`src/inj_defines.vh`:
```
`ifndef INJ_DEFINES_VH
`define INJ_DEFINES_VH
`define CLK_MHZ 200
`define MAX_PULSE_US 5000
`define MAX_PULSE_CYC (`MAX_PULSE_US * `CLK_MHZ)
`define SAMPLE_US 15000
`define SAMPLE_CYC (`SAMPLE_US * `CLK_MHZ)
`define ADC_W 12
`define DUTY_W 12
`define GAIN_W 8
`define GAIN_SHIFT 4
`define PWM_PERIOD_CYC 20000
`define DEF_SETPOINT 12'h0800
`define DEF_KP 8'h10
`define DEF_KI 8'h02
`define DEF_KD 8'h00
`define DEF_FB_SEL 2'h0
`define DEF_LOCK 1'b1
`define ACC_W 28
`endif

```
`src/injector_command_gate_rail_pwm.v`:
```
// Operation
// - each driver module energises at most one of its channels at once.
// - any injection pulse is cut off after 5 ms even if still commanded.
// - two or more simultaneous commands on a module, direct or internal as its mode selects, hold all its channels off.
// - a PID loop on measured pressure sets a PWM duty to hold the rail setpoint.
// - the inlet metering valve and the optional rail bleed valve are driven by lowside PWM.
// - locking ties lowside 1 to 2 and 3 to 4 so each pair switches identically.
// - any of four analog inputs may be selected as pressure feedback.
// - loss of host communication leaves the last applied configuration running.
// - after power-up the block runs on stored default configuration without host action.
// - analog inputs are sampled every 15 ms and each sample feeds the loop.
// - in direct mode the output follows the active input, bounded by the maximum length.
`timescale 1ns/1ps
`default_nettype none
`include "inj_defines.vh"
module injector_command_gate_rail_pwm #(
    parameter MODULES = 4,
    parameter CHANS = 3,
    parameter MAX_PULSE_CYC = `MAX_PULSE_CYC,
    parameter SAMPLE_CYC = `SAMPLE_CYC
) (
    input wire clk_sys_i,
    input wire resetn_i,
    input wire [MODULES*CHANS-1:0] direct_cmd_i,
    input wire [MODULES*CHANS-1:0] internal_cmd_i,
    input wire [MODULES*CHANS-1:0] invert_i,
    input wire [MODULES-1:0] internal_mode_i,
    input wire [4*`ADC_W-1:0] analog_in_i,
    input wire cfg_load_i,
    input wire [`ADC_W-1:0] cfg_setpoint_i,
    input wire [`GAIN_W-1:0] cfg_kp_i,
    input wire [`GAIN_W-1:0] cfg_ki_i,
    input wire [`GAIN_W-1:0] cfg_kd_i,
    input wire [1:0] cfg_fb_sel_i,
    input wire cfg_lock_i,
    input wire [`DUTY_W-1:0] cfg_bleed_duty_i,
    output wire [MODULES*CHANS-1:0] injector_driver_o,
    output reg lowside_out_1_o,
    output reg lowside_out_2_o,
    output reg lowside_out_3_o,
    output reg lowside_out_4_o,
    output reg [`DUTY_W-1:0] duty_o
);
    localparam CW = 32;
    localparam [`DUTY_W-1:0] DUTY_MAX = {`DUTY_W{1'b1}};

    // configuration: defaults from reset, replaced only by explicit load
    reg [`ADC_W-1:0] setpoint_ff;
    reg [`GAIN_W-1:0] kp_ff, ki_ff, kd_ff;
    reg [1:0] fb_sel_ff;
    reg lock_ff;
    reg [`DUTY_W-1:0] bleed_duty_ff;
    always @(posedge clk_sys_i or negedge resetn_i) begin
        if (!resetn_i) begin
            setpoint_ff <= `DEF_SETPOINT;
            kp_ff <= `DEF_KP;
            ki_ff <= `DEF_KI;
            kd_ff <= `DEF_KD;
            fb_sel_ff <= `DEF_FB_SEL;
            lock_ff <= `DEF_LOCK;
            bleed_duty_ff <= {`DUTY_W{1'b0}};
        end else if (cfg_load_i) begin
            setpoint_ff <= cfg_setpoint_i;
            kp_ff <= cfg_kp_i;
            ki_ff <= cfg_ki_i;
            kd_ff <= cfg_kd_i;
            fb_sel_ff <= cfg_fb_sel_i;
            lock_ff <= cfg_lock_i;
            bleed_duty_ff <= cfg_bleed_duty_i;
        end
    end

    // command inputs come from pins: two-flop sync
    reg [MODULES*CHANS-1:0] cmd_s1_ff, cmd_s2_ff;
    // polarity delayed alongside the pins, else a polarity change fires a false pulse
    reg [MODULES*CHANS-1:0] inv_d1_ff, inv_d2_ff;
    always @(posedge clk_sys_i or negedge resetn_i) begin
        if (!resetn_i) begin
            cmd_s1_ff <= {MODULES*CHANS{1'b0}};
            cmd_s2_ff <= {MODULES*CHANS{1'b0}};
            inv_d1_ff <= {MODULES*CHANS{1'b0}};
            inv_d2_ff <= {MODULES*CHANS{1'b0}};
        end else begin
            cmd_s1_ff <= direct_cmd_i;
            cmd_s2_ff <= cmd_s1_ff;
            inv_d1_ff <= invert_i;
            inv_d2_ff <= inv_d1_ff;
        end
    end

    genvar m;
    generate
        for (m = 0; m < MODULES; m = m + 1) begin : g_mod
            wire [CHANS-1:0] dir = cmd_s2_ff[m*CHANS +: CHANS] ^ inv_d2_ff[m*CHANS +: CHANS];
            wire [CHANS-1:0] req = internal_mode_i[m] ?
                internal_cmd_i[m*CHANS +: CHANS] : dir;
            // one-hot check: a request with more than one bit blocks the module
            wire single = (req != {CHANS{1'b0}}) && ((req & (req - 1'b1)) == {CHANS{1'b0}});
            reg [CHANS-1:0] prev_ff;
            reg [CHANS-1:0] drv_ff;
            reg [CW-1:0] cnt_ff;
            reg expired_ff;
            wire start = single && (req != prev_ff);
            assign injector_driver_o[m*CHANS +: CHANS] = drv_ff;
            always @(posedge clk_sys_i or negedge resetn_i) begin
                if (!resetn_i) begin
                    prev_ff <= {CHANS{1'b0}};
                    cnt_ff <= {CW{1'b0}};
                    expired_ff <= 1'b0;
                    drv_ff <= {CHANS{1'b0}};
                end else begin
                    prev_ff <= req;
                    if (!single) begin
                        cnt_ff <= {CW{1'b0}};
                        expired_ff <= 1'b0;
                        drv_ff <= {CHANS{1'b0}};
                    end else if (start) begin
                        cnt_ff <= {{CW-1{1'b0}}, 1'b1};
                        expired_ff <= 1'b0;
                        drv_ff <= req;
                    end else if (expired_ff || cnt_ff >= MAX_PULSE_CYC) begin
                        // stays off until the command drops or changes
                        expired_ff <= 1'b1;
                        drv_ff <= {CHANS{1'b0}};
                    end else begin
                        cnt_ff <= cnt_ff + 1'b1;
                        drv_ff <= req;
                    end
                end
            end
        end
    endgenerate

    // analog sample tick and feedback selection
    reg [CW-1:0] tick_cnt_ff;
    wire tick = (tick_cnt_ff == SAMPLE_CYC - 1);
    always @(posedge clk_sys_i or negedge resetn_i) begin
        if (!resetn_i) begin
            tick_cnt_ff <= {CW{1'b0}};
        end else begin
            tick_cnt_ff <= tick ? {CW{1'b0}} : tick_cnt_ff + 1'b1;
        end
    end
    // all words synced before the mux; slow analog words are assumed steady,
    // a word caught mid-change is replaced at the next sample
    reg [4*`ADC_W-1:0] ain_s1_ff, ain_s2_ff;
    always @(posedge clk_sys_i or negedge resetn_i) begin
        if (!resetn_i) begin
            ain_s1_ff <= {(4*`ADC_W){1'b0}};
            ain_s2_ff <= {(4*`ADC_W){1'b0}};
        end else begin
            ain_s1_ff <= analog_in_i;
            ain_s2_ff <= ain_s1_ff;
        end
    end
    wire [`ADC_W-1:0] ain_sel = ain_s2_ff[fb_sel_ff*`ADC_W +: `ADC_W];
    wire [`ADC_W-1:0] sample;
    wire sample_vld;
    sample_store #(.W(`ADC_W)) u_store (
        .clk_sys_i(clk_sys_i),
        .resetn_i(resetn_i),
        .wr_i(tick),
        .wdata_i(ain_sel),
        .rdata_o(sample),
        .valid_o(sample_vld)
    );

    // pid, one update per new sample
    reg signed [`ADC_W:0] err_prev_ff;
    reg signed [`ACC_W-1:0] integ_ff;
    wire signed [`ADC_W:0] err = $signed({1'b0, setpoint_ff}) - $signed({1'b0, sample});
    wire signed [`ACC_W-1:0] integ_nxt = integ_ff + $signed({1'b0, ki_ff}) * err;
    // integrator clamped too, so it cannot wind up past full scale
    wire signed [`ACC_W-1:0] integ_lim = (integ_nxt < 0) ? {`ACC_W{1'b0}} :
        (integ_nxt > ($signed({1'b0, DUTY_MAX}) <<< `GAIN_SHIFT)) ?
        ($signed({1'b0, DUTY_MAX}) <<< `GAIN_SHIFT) : integ_nxt;
    wire signed [`ACC_W-1:0] pid_sum = integ_lim + $signed({1'b0, kp_ff}) * err
        + $signed({1'b0, kd_ff}) * (err - err_prev_ff);
    wire signed [`ACC_W-1:0] pid_scaled = pid_sum >>> `GAIN_SHIFT;
    always @(posedge clk_sys_i or negedge resetn_i) begin
        if (!resetn_i) begin
            err_prev_ff <= {(`ADC_W+1){1'b0}};
            integ_ff <= {`ACC_W{1'b0}};
            duty_o <= {`DUTY_W{1'b0}};
        end else if (sample_vld) begin
            err_prev_ff <= err;
            integ_ff <= integ_lim;
            if (pid_scaled < 0) begin
                duty_o <= {`DUTY_W{1'b0}};
            end else if (pid_scaled > $signed({1'b0, DUTY_MAX})) begin
                duty_o <= DUTY_MAX;
            end else begin
                duty_o <= pid_scaled[`DUTY_W-1:0];
            end
        end
    end

    // lowside pwm: 1/2 inlet metering valve, 3/4 rail bleed valve
    reg [CW-1:0] pwm_cnt_ff;
    wire [CW-1:0] pwm_per = `PWM_PERIOD_CYC;
    wire [CW-1:0] imv_thr = (duty_o * pwm_per) >> `DUTY_W;
    wire [CW-1:0] bleed_thr = (bleed_duty_ff * pwm_per) >> `DUTY_W;
    wire inlet_metering_valve = (pwm_cnt_ff < imv_thr) || (duty_o == DUTY_MAX);
    wire rail_bleed_valve = (pwm_cnt_ff < bleed_thr) || (bleed_duty_ff == DUTY_MAX);
    always @(posedge clk_sys_i or negedge resetn_i) begin
        if (!resetn_i) begin
            pwm_cnt_ff <= {CW{1'b0}};
            lowside_out_1_o <= 1'b0;
            lowside_out_2_o <= 1'b0;
            lowside_out_3_o <= 1'b0;
            lowside_out_4_o <= 1'b0;
        end else begin
            pwm_cnt_ff <= (pwm_cnt_ff == pwm_per - 1) ? {CW{1'b0}} : pwm_cnt_ff + 1'b1;
            lowside_out_1_o <= inlet_metering_valve;
            lowside_out_3_o <= rail_bleed_valve;
            // unlocked: partner channel left idle rather than carrying half the load
            lowside_out_2_o <= lock_ff & inlet_metering_valve;
            lowside_out_4_o <= lock_ff & rail_bleed_valve;
        end
    end
endmodule // injector_command_gate_rail_pwm
`default_nettype wire

```
`src/sample_store.v`:
```
`timescale 1ns/1ps
`default_nettype none
// one-word sample store, registered read data
module sample_store #(
    parameter W = 12
) (
    input wire clk_sys_i,
    input wire resetn_i,
    input wire wr_i,
    input wire [W-1:0] wdata_i,
    output reg [W-1:0] rdata_o,
    output reg valid_o
);
    always @(posedge clk_sys_i or negedge resetn_i) begin
        if (!resetn_i) begin
            rdata_o <= {W{1'b0}};
            valid_o <= 1'b0;
        end else begin
            valid_o <= wr_i;
            if (wr_i) begin
                rdata_o <= wdata_i;
            end
        end
    end
endmodule // sample_store
`default_nettype wire

```
`config.mk`:
```
export PLATFORM = sky130hd
export DESIGN_NAME = injector_command_gate_rail_pwm
export DESIGN_NICKNAME = d
export VERILOG_FILES = /design/src/injector_command_gate_rail_pwm.v /design/src/sample_store.v
export VERILOG_INCLUDE_DIRS = /design/src
export SDC_FILE = /design/constraint.sdc
export NUM_CORES = 2
export LEC_CHECK = 0
export BUFFER_PORTS_ARGS = -buffer_cell sky130_fd_sc_hd__buf_2
export CORE_ASPECT_RATIO = 2
export CORE_MARGIN = 2
export CORE_UTILIZATION = 55
export DETAILED_ROUTE_END_ITERATION = 10
export PLACE_DENSITY = 0.74
export SYNTH_ARGS = -nofsm -noshare
export SYNTH_HDL_FRONTEND = slang
export SYNTH_SLANG_ARGS = --single-unit
```
`constraint.sdc`:
```
create_clock -name clk_sys_i -period 13.83 [get_ports clk_sys_i]
set_input_delay 2.766 -clock clk_sys_i [delete_from_list [all_inputs] [get_ports clk_sys_i]]
set_output_delay 2.766 -clock clk_sys_i [all_outputs]
set_load 0.01 [all_outputs]
```
; Word level (Yosys, flattened, before mapping)
; Cells that the tools add are included.
[totals]
ff_bits = 485
out_inout_bits = 28
wordCells = 166
[op_classes]
add_sub_neg = 15
reduce_logical = 22
n_lt_le_gt_ge = 10
n_mux = 46
n_eq_ne = 16
n_bitwise = 10
n_mul = 6
shifts = 1
[ops]
columns = op, count
row1 = 32-bit two-way mux, 14
row2 = 32-bit by 1-bit adder with 32-bit output (second input constant), 6
row3 = 32-bit by 20-bit greater-or-equal comparator with 1-bit output (second input constant), 4
row4 = 32-bit by 15-bit less-than comparator with 1-bit output, 2
row5 = 28-bit by 22-bit adder with 28-bit output, 2
row6 = 28-bit two-way mux, 2
row7 = 3-bit two-way mux, 16
row8 = 48-bit by 7-bit variable part select with 12-bit output, 1
row9 = 12-bit by 10-bit multiplier with 22-bit output (second input constant), 2
row10 = 9-bit by 13-bit multiplier with 22-bit output, 2
row11 = 32-bit by 15-bit == test with 1-bit output (second input constant), 1
row12 = 32-bit by 22-bit == test with 1-bit output (second input constant), 1
row13 = 28-bit by 23-bit adder with 28-bit output, 1
row14 = 28-bit by 17-bit greater-than comparator with 1-bit output (second input constant), 1
row15 = 28-bit by 1-bit less-than comparator with 1-bit output (second input constant), 1
row16 = 12-bit == test (second input constant), 2
row17 = 24-bit by 13-bit greater-than comparator with 1-bit output (second input constant), 1
row18 = 24-bit by 1-bit less-than comparator with 1-bit output (second input constant), 1
row19 = 12-bit two-way mux, 2
row20 = 9-bit by 14-bit multiplier with 23-bit output, 1
row21 = 13-bit by 13-bit subtractor with 14-bit output, 1
row22 = 12-bit by 12-bit subtractor with 13-bit output, 1
row23 = 3-bit AND, 4
row24 = 3-bit logical NOT, 4
row25 = 11 further kinds, 53

; Longest topological paths before layout
[depth]
word_depth = 11
mapped_depth = 55
mapped_depth_nobuf = 52

; Modules after synthesis
; From an unflattened synthesis, not the netlist that was laid out.
[hier_totals]
hier_cells = 3710
area_unflattened_um2 = 37915.1
[by_module_without_submodules]
columns = mod, seq_area_each_um2, cells_each, instances, area_per_inst_um2
row1 = injector_command_gate_rail_pwm, 11791.3, 3684, 1, 37405.9
row2 = sample_store, 325.3, 26, 1, 509.2

; Least setup slack after synthesis
; OpenSTA, ideal clock, no wires.
[synth_timing]
path_kind = register to register
startpoint = reg u_store.rdata_o[0]
endpoint = reg duty_o[4]
required_time_ns = 13.674
path_slack_ns = 0.723
n_path_buf = 3
stages_incl_launch_ff = 50
arrival_ns = 12.951
path_cell_list = dfrtp_1 > ha_1 > fa_1 > nor2b_1 > o21ai_0 > a21boi_0 > o21ai_0 > a21boi_0 > o21ai_0 > a21boi_0 > o31a_1 > o22ai_1 > clkbuf_1 > and2_1 > fa_1 > inv_1 > fa_1 > fa_1 > [... 14 more ...] > a21oi_1 > fa_1 > fa_1 > inv_1 > fa_1 > fa_1 > inv_1 > ha_1 > or3_1 > o221a_2 > a31oi_1 > o21a_1 > o21ai_1 > a21boi_0 > mux2i_1 > and4b_1 > buf_2 > a221oi_1
[synth_via]
elab_chain_len = 11
[synth_lines]
columns = item, line_no
row1 = "start, declared", sample_store.v:11  ; output reg [W-1:0] rdata_o,
row2 = "start signal, assigned", sample_store.v:16  ; rdata_o <= {W{1'b0}};
row3 = "start signal, assigned", sample_store.v:21  ; rdata_o <= wdata_i;
row4 = 12-bit by 12-bit subtractor with 13-bit output *, injector_command_gate_rail_pwm.v:171  ; wire signed [`ADC_W:0] err = $signed({1'b0, setpoint_ff}) - $signed({1'b0, sample});
row5 = 9-bit by 13-bit multiplier with 22-bit output *, injector_command_gate_rail_pwm.v:172  ; wire signed [`ACC_W-1:0] integ_nxt = integ_ff + $signed({1'b0, ki_ff}) * err;
row6 = 28-bit by 22-bit adder with 28-bit output *, injector_command_gate_rail_pwm.v:172
row7 = 28-bit by 17-bit greater-than comparator with 1-bit output, injector_command_gate_rail_pwm.v:175  ; (integ_nxt > ($signed({1'b0, DUTY_MAX}) <<< `GAIN_SHIFT)) ?
row8 = 28-bit two-way mux, injector_command_gate_rail_pwm.v:175
row9 = 28-bit two-way mux *, injector_command_gate_rail_pwm.v:174  ; wire signed [`ACC_W-1:0] integ_lim = (integ_nxt < 0) ? {`ACC_W{1'b0}} :
row10 = via integ_lim[7], injector_command_gate_rail_pwm.v:174
row11 = 28-bit by 22-bit adder with 28-bit output *, injector_command_gate_rail_pwm.v:177  ; wire signed [`ACC_W-1:0] pid_sum = integ_lim + $signed({1'b0, kp_ff}) * err
row12 = 28-bit by 23-bit adder with 28-bit output *, injector_command_gate_rail_pwm.v:178  ; + $signed({1'b0, kd_ff}) * (err - err_prev_ff);
row13 = 24-bit by 13-bit greater-than comparator with 1-bit output, injector_command_gate_rail_pwm.v:190  ; end else if (pid_scaled > $signed({1'b0, DUTY_MAX})) begin
row14 = 12-bit two-way mux, injector_command_gate_rail_pwm.v:190
row15 = 12-bit two-way mux *, injector_command_gate_rail_pwm.v:188  ; if (pid_scaled < 0) begin
row16 = "end signal, assigned", injector_command_gate_rail_pwm.v:184  ; duty_o <= {`DUTY_W{1'b0}};
row17 = "end signal, assigned", injector_command_gate_rail_pwm.v:189  ; duty_o <= {`DUTY_W{1'b0}};
row18 = "end signal, assigned", injector_command_gate_rail_pwm.v:193  ; duty_o <= pid_scaled[`DUTY_W-1:0];
row19 = "end, declared", injector_command_gate_rail_pwm.v:42  ; output reg [`DUTY_W-1:0] duty_o
; The timed path passes the listed nets; every way through them passes the cells marked *.
; A chain may end at the register's enable or synchronous reset.

; Worst setup path after layout
[layout_timing]
startpoint = reg u_store.rdata_o[1]
endpoint = reg duty_o[7]
; The elaborated chain is that of the path after synthesis.

==> flow_metrics.env <==
export IMPL_avgSynthCellArea_um2=10.2
export IMPL_cts_root_buf="clkbuf_16"
export IMPL_drt_iter0_markers=1143
export IMPL_cp_num_buf_inv=7
export IMPL_htree_levels=2
export IMPL_dr_pass1_iters=5
export IMPL_reg2reg_from="u_store.rdata_o[1]"
export IMPL_grt_use_total_pct=26.1
export IMPL_final_cell_mix="inv_1, dfrtp_1, fa_1, ha_1, nand2_1"
export IMPL_fp_dieH_um=376
export IMPL_cts_tree="done"
export IMPL_cp_arrival_ns=13.69
export IMPL_ys_seq_area_share_pct=31.8
export IMPL_setup_slack_ns=0.609
export IMPL_fin_skew_ns=0.0481
export IMPL_worst_r2r_cell_count=48
export IMPL_syn_area_um2=38100
export IMPL_synthCells=3749
export IMPL_syn2layout_area_growth_pct=9.69
export IMPL_critPathTopFamily="adder cells"
export IMPL_cts_buffers_inserted=45
export IMPL_die_w_um=190
export IMPL_grt_max_degree=85
export IMPL_hold_buffers=0
export IMPL_hp_class="register to register"
export IMPL_rr_endpoint="duty_o[7]"
export IMPL_worst_pin_slew_ns=1.03
export IMPL_max_freq_ghz=0.0756
export IMPL_io_buffers=169
export IMPL_via_per_inst=5.48
export IMPL_r2r_slack_ns=0.61
export IMPL_critPathLaunchType="register"
export IMPL_outcome="completed"
export IMPL_routed_wl_um=88900
export IMPL_clk_path_buf_depth=3
export IMPL_grt_pass1_vias=28800
export IMPL_fp_coreArea_um2=68600
export IMPL_drive_gt1_share_pct=10.3
export IMPL_synthArstFlopShare_pct=100
export IMPL_cpMaxStageDelayCell="fa_1"
export IMPL_path_class="register to register"
export IMPL_wl_per_cell_um=18.3
export IMPL_report_final_slew_viol_count=0
export IMPL_crit_required_ns=14.30
export IMPL_whs_path_depth=0
export IMPL_ys_ff_latch=484
export IMPL_initial_core_util_pct=55.5
export IMPL_max_slew_margin_pct=30.6
export IMPL_synth_edff_count=0
export IMPL_tns_ns=0
export IMPL_postRouteAntennaNets=0
export IMPL_min_from="ain_s1_ff[29]"
export IMPL_synthFlopType="dfrtp_1"
export IMPL_placementRows=136
export IMPL_hold_violations=0
export IMPL_io_pins=170
export IMPL_layout_nets=4805
export IMPL_fin_crit_sh_pct=95.6
export IMPL_dp_slack_ns=-0.362
export IMPL_antenna_found_initial=12
export IMPL_clk_latency_ns=0.65
export IMPL_end_kind="register"
export IMPL_via_count=26700
export IMPL_ys_warn_count=0
export IMPL_final_common_cell="inv_1"
export IMPL_cp_max_fo=9
export IMPL_finalCriticalPeriod_ns=13.22
export IMPL_numClockSinks=484
export IMPL_cpPeakStageDelay_ns=0.56
export IMPL_setup_viol=0
export IMPL_overflow=0
export IMPL_dieArea_um2=71500
export IMPL_clk_pin_slew_ns=0.07
export IMPL_maxCapViolCount=0
export IMPL_place_congestion=0.914
export IMPL_drcViolationCount=0
export IMPL_hpwlAfterDp_um=70600
export IMPL_yosys_cell_types_count=82
export IMPL_grt_pass1_wl_um=145000
export IMPL_crit_top_cell="fa_1"
export IMPL_min_to="ain_s2_ff[29]"
[area by class of cell]
cell class                 instances  area, um2
antenna                           10       25.0
multi-input combinational       2535      23400
timing repair buffer             208       1160
tap                              897       1120
inverter                         651       2440
clock inverter                    30        322
clock buffer                      54       1190
sequential                       484      12100
fill                            5640      26800
[timing repair]
action                                  in CTS  in global routing
endpoints found under the setup margin      12                 12
pin swaps                                    0                 12
setup buffers                                0                  4
resized for setup                            4                 35
cloned                                       0                  1
[metrics by stage]
stage / instance area [um2] / std cells / util [%] / hold WS, ns
after global placement: 40000 / 4770 / 58.4 / 0.332
after detailed placement: 40000 / 4770 / 58.4 / 0.335
after CTS: 41500 / 4854 / 60.6 / 0.343
after floorplan: 38100 / 3759 / - / 0.331
final: 41800 / 4869 / 60.9 / 0.346
after global routing: 41800 / 4868 / 60.9 / 0.349
[cell families after synthesis]
logic type | after synthesis | synth area share, %
buffers and inverters | 741 | 7.36
other | 1 | 0.00985
flip-flops | 484 | 31.8
multiplexers | 67 | 2.31
XOR/XNOR | 211 | 4.85
adder cells (fa/ha/maj) | 738 | 32.3
AND/OR/NAND/NOR | 1111 | 14.5
AO/OA/AOI/OAI | 396 | 6.79
[Yosys cell counts (8+ instances only)]
master    instances  area, um2
or3_1            19        119
a21o_1           31        233
a21oi_1         101        505
o22ai_1           8       50.1
ha_1            329       4120
mux2_2           47        529
and3_1           42        263
nor4_1           25        156
inv_1           649       2440
xnor2_1         112        981
and2_1          190       1190
clkbuf_1         80        300
a211oi_1          9       67.6
nand3_1          78        390
fa_1            409       8190
o21ai_0          91        455
nor3_1           50        250
xor2_1           99        867
nor2_1          254        953
nand2b_1         18        113
a311oi_1         14        123
a41oi_1           9       78.8
nand2_1         284       1070
o21bai_1         10       75.1
nor2b_1          65        407
o21a_1           23        173
nand4_1          41        257
mux4_2           12        270
or2_2            13       81.3
dfrtp_1         480      12000
a21boi_0         11       82.6
mux2i_1           8       80.1
a221oi_1          8       70.1
a31oi_1          18        113
[how the worst max path moves through the flow]
| stage | start | endpoint | depth (start not counted) |
|---|---|---|---|
| floorplan | u_store.rdata_o[0] | duty_o[4] | 49 |
| global placement | setpoint_ff[0] | duty_o[6] | 47 |
| detailed placement | setpoint_ff[0] | duty_o[7] | 47 |
| CTS | u_store.rdata_o[0] | duty_o[7] | 47 |
| global route | u_store.rdata_o[0] | duty_o[7] | 50 |
| finish | u_store.rdata_o[1] | duty_o[7] | 48 |
[routing by layer]
layer / vias to the layer above / GRT usage [%] / part of all wire, %
met5: - / 0 / 0.0090
li1: 12300 / - / -
met4: 2 / 19.2 / 8.9
met3: 334 / 3.87 / 3.7
met2: 667 / 49.5 / 55
met1: 13300 / 25.2 / 33
[flip-flops by register name, summed over array words and instances (netlist names), 13 cells and up]
signal,cells
ain_s1_ff,48
ain_s2_ff,48
err_prev_ff,13
g_mod.cnt_ff,128
integ_ff,27
pwm_cnt_ff,32
tick_cnt_ff,32
Power is left out: the tool's default activity adds up to more than one toggle a clock period on the data nets, which glitch-free logic cannot reach.
